==> config.mk <==
export PLATFORM = sky130hd
export DESIGN_NAME = adcsp_serial_port
export DESIGN_NICKNAME = d
export VERILOG_FILES = /design/src/adcsp_pkg.sv /design/src/adcsp_if.sv /design/src/adcsp_pin_sync.sv /design/src/adcsp_ready.sv /design/src/adcsp_serial_port.sv
export SDC_FILE = /design/constraint.sdc
export NUM_CORES = 1
export LEC_CHECK = 0
export BUFFER_PORTS_ARGS = -buffer_cell sky130_fd_sc_hd__buf_2
export CAP_MARGIN = 20
export CORE_ASPECT_RATIO = 0.8
export CORE_MARGIN = 2
export CORE_UTILIZATION = 45
export CTS_BUF_LIST = sky130_fd_sc_hd__clkbuf_2 sky130_fd_sc_hd__clkbuf_4 sky130_fd_sc_hd__clkbuf_8
export DETAILED_ROUTE_END_ITERATION = 8
export PLACE_DENSITY_LB_ADDON = 0.15
export SLEW_MARGIN = 10
export SYNTH_ARGS = -nofsm -noshare
export SYNTH_HDL_FRONTEND = slang
export SYNTH_SLANG_ARGS = --single-unit
==> constraint.sdc <==
create_clock -name sys_clk -period 1.85 [get_ports sys_clk]
set_input_delay 0.37 -clock sys_clk [delete_from_list [all_inputs] [get_ports sys_clk]]
set_output_delay 0.37 -clock sys_clk [all_outputs]
set_load 0.01 [all_outputs]
==> src/adcsp_pkg.sv <==
package adcsp_pkg;

    // Widths of the shift path and of the register classes.
    localparam int unsigned BYTE_W  = 8;
    localparam int unsigned DATA_W  = 16;
    localparam int unsigned CAL_W   = 24;
    localparam int unsigned SHIFT_W = 24;

    // Bit counts of one register access.
    localparam logic [4:0] BITS_BYTE = 5'h08;
    localparam logic [4:0] BITS_DATA = 5'h10;
    localparam logic [4:0] BITS_CAL  = 5'h18;

    // Register select codes carried in the communications byte.
    localparam logic [2:0] RS_COMM  = 3'h0;
    localparam logic [2:0] RS_SETUP = 3'h1;
    localparam logic [2:0] RS_CLOCK = 3'h2;
    localparam logic [2:0] RS_DATA  = 3'h3;
    localparam logic [2:0] RS_TEST  = 3'h4;
    localparam logic [2:0] RS_NOP   = 3'h5;
    localparam logic [2:0] RS_OFFS  = 3'h6;
    localparam logic [2:0] RS_GAIN  = 3'h7;

    // Communications byte fields.
    localparam int unsigned COMM_ZERO_BIT = 7;
    localparam int unsigned COMM_RS_LSB   = 4;
    localparam int unsigned COMM_RW_BIT   = 3;
    localparam int unsigned COMM_STBY_BIT = 2;
    localparam int unsigned COMM_CH_LSB   = 0;

    // Clock and setup register fields.
    localparam int unsigned CLK_HALVE_BIT   = 3;
    localparam int unsigned SETUP_MODE_LSB  = 6;
    localparam int unsigned SETUP_FILTER_SYNC_BIT = 0;
    localparam logic [1:0]  MODE_NORMAL     = 2'h0;
    localparam logic [1:0]  MODE_SELF_CAL   = 2'h1;

    // Reset values.
    localparam logic [7:0]  SETUP_RST = 8'h01;
    localparam logic [7:0]  CLOCK_RST = 8'h00;
    localparam logic [7:0]  TEST_RST  = 8'h00;
    localparam logic [23:0] OFFS_RST  = 24'h800000;
    localparam logic [23:0] GAIN_RST  = 24'h400000;
    localparam logic [15:0] DATA_RST  = 16'h0000;

    // A run of this many ones on the data input resynchronises the port.
    localparam int unsigned RESYNC_ONES = 32;
    localparam logic [5:0]  ONES_LAST   = 6'(RESYNC_ONES - 1);

    // Typical configuration bytes.
    localparam logic [7:0] CMD_CLOCK_WR = 8'h20;
    localparam logic [7:0] CLOCK_EX     = 8'h18;
    localparam logic [7:0] CMD_SETUP_WR = 8'h10;
    localparam logic [7:0] SETUP_EX     = 8'h40;
    localparam logic [7:0] CMD_DATA_RD  = 8'h38;

    typedef enum logic [2:0] {
        ST_CMD = 3'b001,
        ST_WR  = 3'b010,
        ST_RD  = 3'b100
    } adcsp_state_t;

    // Number of serial clocks of one access to the selected register.
    function automatic logic [4:0] reg_bits(input logic [2:0] rs);
        logic [4:0] n;
        n = BITS_BYTE;
        if (rs == RS_DATA) begin
            n = BITS_DATA;
        end else if (rs == RS_OFFS || rs == RS_GAIN) begin
            n = BITS_CAL;
        end
        return n;
    endfunction

endpackage

==> src/adcsp_if.sv <==
`timescale 1ns/1ps
interface adcsp_if;
    logic sclk_rise;
    logic sclk_fall;
    logic din_s;
    logic cs_n_s;
    logic data_read;
    logic result_new;
    logic update_soon;
    logic ready_n;

    modport pin_mp (output sclk_rise, output sclk_fall, output din_s, output cs_n_s);
    modport rdy_mp (input data_read, input result_new, input update_soon, output ready_n);
endinterface

==> src/adcsp_pin_sync.sv <==
`timescale 1ns/1ps
module adcsp_pin_sync (
    input  wire logic sys_clk,
    input  wire logic srst,
    input  wire logic sclk_pin,
    input  wire logic din_pin,
    input  wire logic cs_n_pin,
    adcsp_if.pin_mp   pins
);
    import adcsp_pkg::*;

    logic [2:0] meta_q;
    logic [2:0] sync_q;
    logic       sclk_old_q;

    // Two stages per pin; the serial clock idles high, so both reset high.
    always_ff @(posedge sys_clk) begin
        if (srst) begin
            meta_q     <= 3'h7;
            sync_q     <= 3'h7;
            sclk_old_q <= 1'b1;
        end else begin
            meta_q     <= {cs_n_pin, din_pin, sclk_pin};
            sync_q     <= meta_q;
            sclk_old_q <= sync_q[0];
        end
    end

    // Edges are taken from the second stage only.
    assign pins.sclk_rise = sync_q[0] & ~sclk_old_q;
    assign pins.sclk_fall = ~sync_q[0] & sclk_old_q;
    assign pins.din_s     = sync_q[1];
    assign pins.cs_n_s    = sync_q[2];
endmodule

==> src/adcsp_ready.sv <==
`timescale 1ns/1ps
module adcsp_ready (
    input  wire logic sys_clk,
    input  wire logic srst,
    adcsp_if.rdy_mp   rdy
);
    import adcsp_pkg::*;

    logic ready_n_q;

    // ready flag timing
    // A fresh result wins over a read or an update warning in the same cycle.
    always_ff @(posedge sys_clk) begin
        if (srst) begin
            ready_n_q <= 1'b1;
        end else if (rdy.result_new) begin
            ready_n_q <= 1'b0;
        end else if (rdy.data_read || rdy.update_soon) begin
            ready_n_q <= 1'b1;
        end
    end

    assign rdy.ready_n = ready_n_q;
endmodule

==> src/adcsp_serial_port.sv <==
`timescale 1ns/1ps
module adcsp_serial_port (
    input  wire logic                          sys_clk,
    input  wire logic                          srst,
    input  wire logic                          sclk_pin,
    input  wire logic                          din_pin,
    input  wire logic                          cs_n_pin,
    output logic                               dout_o,
    output logic                               dout_oe,
    output logic                               result_ready_n,
    input  wire logic                          result_new,
    input  wire logic                          update_soon,
    input  wire logic [adcsp_pkg::DATA_W-1:0]  result_word,
    output logic                               clock_halve,
    output logic                               mclk_en,
    output logic                               cal_start,
    output logic                               filter_sync,
    output logic [1:0]                         active_channel,
    output logic                               standby,
    output logic [adcsp_pkg::BYTE_W-1:0]       setup_reg,
    output logic [adcsp_pkg::BYTE_W-1:0]       clock_reg,
    output logic [adcsp_pkg::BYTE_W-1:0]       test_reg,
    output logic [adcsp_pkg::CAL_W-1:0]        offset_cal,
    output logic [adcsp_pkg::CAL_W-1:0]        gain_cal
);
    import adcsp_pkg::*;

    adcsp_if lnk();

    adcsp_state_t        state_q;
    adcsp_state_t        state_d;
    logic [4:0]          bitcnt_q;
    logic [4:0]          nbits_q;
    logic [SHIFT_W-1:0]  sh_in_q;
    logic [SHIFT_W-1:0]  sh_out_q;
    logic [SHIFT_W-1:0]  rd_word;
    logic [2:0]          rs_q;
    logic [1:0]          ch_q;
    logic                stby_q;
    logic [5:0]          ones_q;
    logic [DATA_W-1:0]   data_q;
    logic [BYTE_W-1:0]   setup_q;
    logic [BYTE_W-1:0]   clock_q;
    logic [BYTE_W-1:0]   test_q;
    logic [CAL_W-1:0]    offs_q;
    logic [CAL_W-1:0]    gain_q;
    logic                dout_q;
    logic                cal_q;
    logic                halve_ph_q;

    logic                edge_rx;
    logic                edge_tx;
    logic [SHIFT_W-1:0]  sh_in_nx;
    logic [BYTE_W-1:0]   cmd_byte;
    logic [2:0]          cmd_rs;
    logic                cmd_rd;
    logic                cmd_ok;
    logic [4:0]          cmd_nbits;
    logic                bit_last;
    logic                done;
    logic                cmd_done;
    logic                cmd_go_rd;
    logic                cmd_go_wr;
    logic                wr_done;
    logic                rd_done;
    logic                resync;
    logic                in_rd;

    // Pins are brought into the system clock before anything looks at them.
    adcsp_pin_sync u_sync (
        .sys_clk  (sys_clk),
        .srst     (srst),
        .sclk_pin (sclk_pin),
        .din_pin  (din_pin),
        .cs_n_pin (cs_n_pin),
        .pins     (lnk.pin_mp)
    );

    assign lnk.result_new  = result_new;
    assign lnk.update_soon = update_soon;

    adcsp_ready u_rdy (
        .sys_clk (sys_clk),
        .srst    (srst),
        .rdy     (lnk.rdy_mp)
    );

    // select gating
    // With the select tied low every clock edge counts, so three wires suffice.
    // sampling edge
    // The host shifts on the falling edge and samples on the rising one.
    assign edge_rx = lnk.sclk_rise & ~lnk.cs_n_s;
    assign edge_tx = lnk.sclk_fall & ~lnk.cs_n_s;
    assign in_rd   = (state_q == ST_RD);

    assign sh_in_nx  = {sh_in_q[SHIFT_W-2:0], lnk.din_s};
    assign cmd_byte  = sh_in_nx[BYTE_W-1:0];
    assign cmd_ok    = ~cmd_byte[COMM_ZERO_BIT];
    assign cmd_rs    = cmd_byte[COMM_RS_LSB +: 3];
    assign cmd_rd    = cmd_byte[COMM_RW_BIT];
    assign cmd_nbits = reg_bits(cmd_rs);

    // Frame decode; a command byte with its top bit set is dropped.
    assign bit_last  = (bitcnt_q == nbits_q - 5'h01);
    assign done      = edge_rx & bit_last;
    assign cmd_done  = done & (state_q == ST_CMD) & cmd_ok;
    assign cmd_go_rd = cmd_done & cmd_rd;
    assign cmd_go_wr = cmd_done & ~cmd_rd & (cmd_rs != RS_COMM);
    assign wr_done   = done & (state_q == ST_WR);
    assign rd_done   = done & in_rd;

    // ones run detect
    // Counted only while the port listens, so reading back ones is harmless.
    assign resync = edge_rx & lnk.din_s & (ones_q == ONES_LAST) & ~in_rd;

    // status bit read
    // Read images are left aligned so the shifter always leaves from bit 23.
    always_comb begin
        rd_word = '0;
        case (cmd_rs)
            RS_COMM:  rd_word = {lnk.ready_n, cmd_byte[BYTE_W-2:0], 16'h0000};
            RS_SETUP: rd_word = {setup_q, 16'h0000};
            RS_CLOCK: rd_word = {clock_q, 16'h0000};
            RS_DATA:  rd_word = {data_q, 8'h00};
            RS_TEST:  rd_word = {test_q, 16'h0000};
            RS_OFFS:  rd_word = offs_q;
            RS_GAIN:  rd_word = gain_q;
            default:  rd_word = '0;
        endcase
    end

    always_comb begin
        state_d = state_q;
        if (resync) begin
            state_d = ST_CMD;
        end else begin
            case (state_q)
                ST_CMD: begin
                    if (cmd_go_rd) begin
                        state_d = ST_RD;
                    end else if (cmd_go_wr) begin
                        state_d = ST_WR;
                    end
                end
                ST_WR: begin
                    if (done) begin
                        state_d = ST_CMD;
                    end
                end
                ST_RD: begin
                    if (done) begin
                        state_d = ST_CMD;
                    end
                end
                default: state_d = ST_CMD;
            endcase
        end
    end

    always_ff @(posedge sys_clk) begin
        if (srst) begin
            state_q <= ST_CMD;
        end else begin
            state_q <= state_d;
        end
    end

    // byte continuation
    // The counter runs across byte boundaries until the whole register moved.
    always_ff @(posedge sys_clk) begin
        if (srst || resync || done) begin
            bitcnt_q <= 5'h00;
        end else if (edge_rx) begin
            bitcnt_q <= bitcnt_q + 5'h01;
        end
    end

    always_ff @(posedge sys_clk) begin
        if (srst || resync) begin
            nbits_q <= BITS_BYTE;
        end else if (cmd_go_rd || cmd_go_wr) begin
            nbits_q <= cmd_nbits;
        end else if (done) begin
            nbits_q <= BITS_BYTE;
        end
    end

    always_ff @(posedge sys_clk) begin
        if (srst) begin
            sh_in_q <= '0;
        end else if (edge_rx && !in_rd) begin
            sh_in_q <= sh_in_nx;
        end
    end

    always_ff @(posedge sys_clk) begin
        if (srst || in_rd || resync) begin
            ones_q <= 6'h00;
        end else if (edge_rx) begin
            ones_q <= lnk.din_s ? ones_q + 6'h01 : 6'h00;
        end
    end

    always_ff @(posedge sys_clk) begin
        if (srst) begin
            rs_q   <= RS_COMM;
            ch_q   <= 2'h0;
            stby_q <= 1'b0;
        end else if (cmd_done) begin
            rs_q   <= cmd_rs;
            ch_q   <= cmd_byte[COMM_CH_LSB +: 2];
            stby_q <= cmd_byte[COMM_STBY_BIT];
        end
    end

    // setup register write
    // Register contents survive a resync; only the framing starts over.
    always_ff @(posedge sys_clk) begin
        if (srst) begin
            setup_q <= SETUP_RST;
            clock_q <= CLOCK_RST;
            test_q  <= TEST_RST;
            offs_q  <= OFFS_RST;
            gain_q  <= GAIN_RST;
        end else if (wr_done) begin
            case (rs_q)
                RS_SETUP: setup_q <= cmd_byte;
                RS_CLOCK: clock_q <= cmd_byte;
                RS_TEST:  test_q  <= cmd_byte;
                RS_OFFS:  offs_q  <= sh_in_nx;
                RS_GAIN:  gain_q  <= sh_in_nx;
                default:  test_q  <= test_q;
            endcase
        end
    end

    // calibration start
    // A nonzero mode field in a setup write launches that calibration once.
    always_ff @(posedge sys_clk) begin
        if (srst) begin
            cal_q <= 1'b0;
        end else begin
            cal_q <= wr_done && rs_q == RS_SETUP
                     && cmd_byte[SETUP_MODE_LSB +: 2] != MODE_NORMAL;
        end
    end

    // The result word is taken whole so a read in flight keeps its own copy.
    always_ff @(posedge sys_clk) begin
        if (srst) begin
            data_q <= DATA_RST;
        end else if (result_new) begin
            data_q <= result_word;
        end
    end

    // MSB first out
    // Bits change on the falling edge so they are settled at the host's rising edge.
    always_ff @(posedge sys_clk) begin
        if (srst) begin
            sh_out_q <= '0;
            dout_q   <= 1'b1;
        end else if (cmd_go_rd) begin
            sh_out_q <= rd_word;
        end else if (edge_tx && in_rd) begin
            dout_q   <= sh_out_q[SHIFT_W-1];
            sh_out_q <= {sh_out_q[SHIFT_W-2:0], 1'b0};
        end
    end

    always_ff @(posedge sys_clk) begin
        if (srst) begin
            halve_ph_q <= 1'b0;
        end else begin
            halve_ph_q <= ~halve_ph_q;
        end
    end

    assign lnk.data_read = rd_done & (rs_q == RS_DATA);

    // output released
    // The enable drops with the select, so a shared pulled-up line is safe.
    assign dout_oe        = in_rd & ~lnk.cs_n_s;
    assign dout_o         = dout_q;
    assign result_ready_n = lnk.ready_n;
    assign clock_halve    = clock_q[CLK_HALVE_BIT];
    assign mclk_en        = ~clock_q[CLK_HALVE_BIT] | halve_ph_q;
    assign cal_start      = cal_q;
    assign filter_sync    = setup_q[SETUP_FILTER_SYNC_BIT];
    assign active_channel = ch_q;
    assign standby        = stby_q;
    assign setup_reg      = setup_q;
    assign clock_reg      = clock_q;
    assign test_reg       = test_q;
    assign offset_cal     = offs_q;
    assign gain_cal       = gain_q;
endmodule
==> reports/results.ini, run 1 <==
[floorplan]
start_util=0.466
dieArea_um2=16700
die_x_um=144
io_pins=105
dieHeight_um=116
rows=40
coreArea_um2=15200

[grt]
grt_pass1_vias=5932
grt_overflow=0
use_met3=0.0574
grt_max_degree=54
antenna_found_initial=0
grt_use_met1=0.333
met2_usage=0.382
busiest_layer=met2
grt_use_total=0.243
grt_pass1_wl_mm=31.3

[run_status]
outcome=finished with violations
violations=setup timing

[clock_tree]
cts.sinks=168
cts_root_buffer=clkbuf_8
cts_tree=yes
clockBufferDepth=2
htree_levels=4
clock_latency_ns=0.47
path_clk_slew_ns=0.09
cts_buffers=17
cts_hold_buffers=0

[synth]
netlist_top_cells_area=dfxtp_1 48%, mux2i_1 11%, nand2_1 6.7%, a21oi_1 4.7%, nor2_1 4.4%
yosysWarningCount=0
syn_avg_cell_area_um2=9.11
synth_top_cells_by_count=168 x dfxtp_1, 127 x nand2_1, 83 x nor2_1
synth_ff_type=dfxtp_1
synthesis.area_um2=7070
syn-instance-count=776
synth_edf_count=0
ys_seq_elements=168
yosys.area.top_type=dfxtp_1
synth_seq_area_share=0.476
synth_most_common_cell=dfxtp_1
ys_types=59
synthArstFlopShare=0
synth_nets=801
synth_top_area_share=0.476

[cells_and_area]
nets=930
final_util=0.577
final_cells=1128
fill_cells=1355
final_layout_size_suffix_gt1_frac=0.306
antenna_cells=0
area_growth_pct=23.9
multi_input_area_um2=3580
seqCellArea_um2=3370

[sta]
worst_hold_slack_ns=0.0752
fin_setup_tns_ns=-1.38
slew_headroom=0.617
min_period_ns=2.03
finalHoldViolCount=0
final.period_utilization=1.10
finClkSkew_ns=0.00994
rsz0062_at_grt=true
finalSetupViolCount=26
postLayoutSetupSlackWorst_ns=-0.179
slew_violations=0
tightest_slew_ns=0.574
fmaxAchievable_mhz=493

[drt]
dr.pass1.iters=5
drtAntennaViolNets=0
drt-total-wl_mm=20.2
vias=6258
via_per_inst=5.55
drc=0
drt-initial-drc-count=548
routedWlPerCell_um=18.0

[placed_design]
io_buffers=104
gp_congestion=0.914
dp_hpwl_mm=13.9
dp_slack_ns=-0.0953
place_inst=1089

[critical_path]
arrival_ns=1.66
path_class=register to output port
setup.worst_path.start_class=register
end_kind=output port
critPathMaxFanout=3
cp.required_ns=1.48

[worst_hold_path]
holdCritPathClass=input pin to register

[power_and_ir_drop]
max-vdd-ir-drop_v=0.000474
leakagePower_uw=0.00377
pwr_density_cell_nw_per_um2=727

[flow_run]
timing.max_cap.violations=0

critical path: stages, from the launching register on:
cell and delay [ns]:
dfxtp_2 0.35, buf_6 0.12, or3b_4 0.40, buf_6 0.13, nor2_2 0.06, buf_2 0.13
path summary, 6_finish.rpt:
check                                   endpoint  cells past startpoint  slack, ns             start
worst min register to register  u_sync.sync_q[1]                      1       0.42  u_sync.meta_q[1]
worst max-delay path                     dout_oe                      5      -0.18        state_q[0]
worst max register to register       sh_out_q[6]                      8      -0.10        state_q[1]
worst min-delay path            u_sync.meta_q[2]                      2       0.08          cs_n_pin
what timing repair did:
action	CTS	global route
gates resized for setup	22	29
cloned	0	1
endpoints found under the setup margin	68	75
setup buffers	5	2
pin swaps	13	13
per-layer routing:
metal,routed length [um],share of wire,up-vias
li1,-,-,2952
met1,9320,0.46,3033
met2,9150,0.45,249
met3,1420,0.070,24
met4,363,0.018,0
met5,0,0,-
layout make-up:
| cell class | count | area share |
|---|---|---|
| clock inverters | 14 | 0.0144 |
| inverters | 4 | 0.00171 |
| flip-flops and latches | 168 | 0.385 |
| well taps | 210 | 0.0300 |
| multi-input cells | 543 | 0.408 |
| repair buffers | 171 | 0.133 |
| clock buffers | 18 | 0.0276 |
power by group:
group | internal (uW) | total (uW) | switching (uW)
combinational | 74.4 | 187 | 112
sequential | 3640 | 3660 | 20.1
clock | 1090 | 2520 | 1440
total | 4800 | 6370 | 1570
kinds of logic (layout without fill, tap and decap cells):
kind of cell | count (synthesis) | after routing | synth area share
simple gates | 285 | 285 | 0.188
buf+inv | 65 | 207 | 0.0400
xor+xnor | 10 | 10 | 0.0147
mux | 96 | 96 | 0.148
fa+ha+maj | 2 | 2 | 0.00354
compound gates | 150 | 150 | 0.130
flops | 168 | 168 | 0.476
cell usage in the layout, fill, tap and decap left out, types with 6 or more instances in the layout:
master / n
dfxtp_1: 161
nand2_1: 125
buf_2: 103
nor2_1: 82
mux2i_1: 75
a21oi_1: 55
buf_4: 52
a22oi_1: 30
clkbuf_8: 17
mux2_2: 16
a21oi_2: 12
o21ai_1: 12
o21ai_0: 10
or2_2: 8
buf_6: 8
nand3_1: 7
and3_1: 7
buf_12: 7
nand2b_1: 6
dfxtp_2: 6
stage by stage:
stage | area [um^2] | total power (uW)
2_1_floorplan | 7080 | 3860
3_3_place_gp | 8130 | 3930
3_5_place_dp | 8130 | 3930
4_1_cts | 8610 | 6390
5_1_grt | 8760 | 6570
6_report | 8760 | 6370
Note: power is estimated with default switching activity, not from simulation.
==> run 2: changes to the inputs <==
clock period = 2.5 ns   (was 1.85 ns; I/O delays follow)
==> run 2 against run 1 <==
The flow now finishes without violations. First-iteration DRC count shrank 7.7%. Register-to-register slack gained 0.43 ns. Non-clock buffer count shrank 42. Final area shrank 7.1%. Largest cell class unchanged.
==> reports/results.ini, run 2 (same netlist as run 1, synthesis figures left out) <==
[flow_run]
timing.max_cap.violations=0

[cells_and_area]
final_common_cell=dfxtp_1
area_growth_pct=15.1
fill_cells=1421
final_area_um2=8140
antenna_cells=0
final_layout_size_suffix_gt1_frac=0.231
nets=888
layout_common_cells=167 x dfxtp_1, 127 x nand2_1, 103 x buf_2

[floorplan]
coreArea_um2=15200
dieArea_um2=16700
dieHeight_um=116
rows=40
io_pins=105
die_x_um=144
start_util=0.466

[clock_tree]
cts_hold_buffers=0
post-cts-setup-buffers=0
cts_tree=yes
path_clk_slew_ns=0.09
cts.sinks=168
cts_buffers=17
cts-resized-gates=0
clock_latency_ns=0.45
cts_root_buffer=clkbuf_8
clockBufferDepth=2
htree_levels=4

[drt]
routedWlPerCell_um=17.8
via_per_inst=5.48
drtAntennaViolNets=0
drc=0
dr.pass1.iters=5
drt-total-wl_mm=19.4
vias=5947
drt-initial-drc-count=506

[power_and_ir_drop]
p_comb_frac=0.028
switching_share=0.228
max-vdd-ir-drop_v=0.000313
intPower_uw=3570
pwr_density_cell_nw_per_um2=569
pwr-share-seq=0.585
p_switching_uw=1060
leakagePower_uw=0.00350
clkPwrFrac=0.386

[critical_path]
end_kind=register
crit_chain=nor4b_4 -> and4b_1 -> nand2_4 -> or4b_1 -> o21ai_1
cpPeakStageDelay_ns=0.65
path_class=register to register
slowest_stage=or4b_1
setup.worst_path.start_class=register
arrival_ns=2.56
cp.required_ns=2.89
critPathMaxFanout=9

[placed_design]
dp_hpwl_mm=13.6
io_buffers=104
dpl_cell_area_um2=7780
gp_congestion=0.912

[sta]
slew_headroom=0.587
slew_violations=0
final.period_utilization=0.868
min_period_ns=2.17
rsz0062_at_grt=false
finalSetupViolCount=0
finClkSkew_ns=0.00752
fin_setup_tns_ns=0
finalHoldViolCount=0
fmaxAchievable_mhz=461
tightest_slew_ns=0.619

[grt]
grt_use_total=0.235
grt_pass1_wl_mm=30.0
grt_overflow=0
grt_max_degree=56
grt_pass1_vias=5630
antenna_found_initial=0

[worst_hold_path]
holdCritPathClass=input pin to register

[run_status]
outcome=finished clean

run 2: cell count changes in the layout (fill, tap and decap cells not counted), moves of 5 or more:
cell	change
a21oi_2	-11
buf_6	-8
buf_4	-27
dfxtp_1	+6
dfxtp_2	-5
a21oi_1	+11
buf_12	-6
run 2: critical path, delay by kind of cell, from the launching register on:
family           cells  cell delay, ns
AND/OR/NAND/NOR      4            1.47
flip-flops           1            0.44
AO/OA/AOI/OAI        1            0.19
run 2: area by class of cell:
type / instances / area (um^2) / area share
multi-input cells: 543 / 3420 / 0.420
flip-flops and latches: 168 / 3360 / 0.414
repair buffers: 129 / 723 / 0.0889
clock buffers: 21 / 270 / 0.0332
well taps: 210 / 263 / 0.0323
clock inverters: 10 / 80.1 / 0.00984
inverters: 4 / 15.0 / 0.00185
run 2: power by group through the flow:
stage	clock network, uW	registers, uW	logic, uW
3_3_place_gp	0	2770	126
6_report	1790	2710	130
2_1_floorplan	0	2770	86.6
5_1_grt	1930	2710	141
4_1_cts	1810	2710	130
3_5_place_dp	0	2770	130
run 2: final timing paths:
path	from	end	slack [ns]	cells after the start
max	sh_in_q[6]	sh_out_q[10]	0.33	5
min	sclk_pin	u_sync.meta_q[0]	0.22	2
max reg2reg	sh_in_q[6]	sh_out_q[10]	0.33	5
min reg2reg	u_sync.meta_q[1]	u_sync.sync_q[1]	0.42	1
run 2: metrics by stage:
stage | setup WS, ns | hold slack (ns) | power (uW) | instances | utilization
5_1_grt | 0.205 | 0.192 | 4790 | 1085 | 0.536
2_1_floorplan | 0.622 | 0.383 | 2850 | 776 | -
3_3_place_gp | 0.447 | 0.395 | 2900 | 1054 | 0.513
4_1_cts | 0.343 | 0.198 | 4650 | 1085 | 0.536
3_5_place_dp | 0.371 | 0.402 | 2900 | 1054 | 0.513
6_report | 0.330 | 0.222 | 4630 | 1085 | 0.536
run 2: per-layer routing:
metal,vias up,track usage,wire (um)
met4,0,0.0830,374
met2,185,0.354,8520
met1,2869,0.330,9330
met3,25,0.0550,1140
li1,2868,-,-
met5,-,0,0
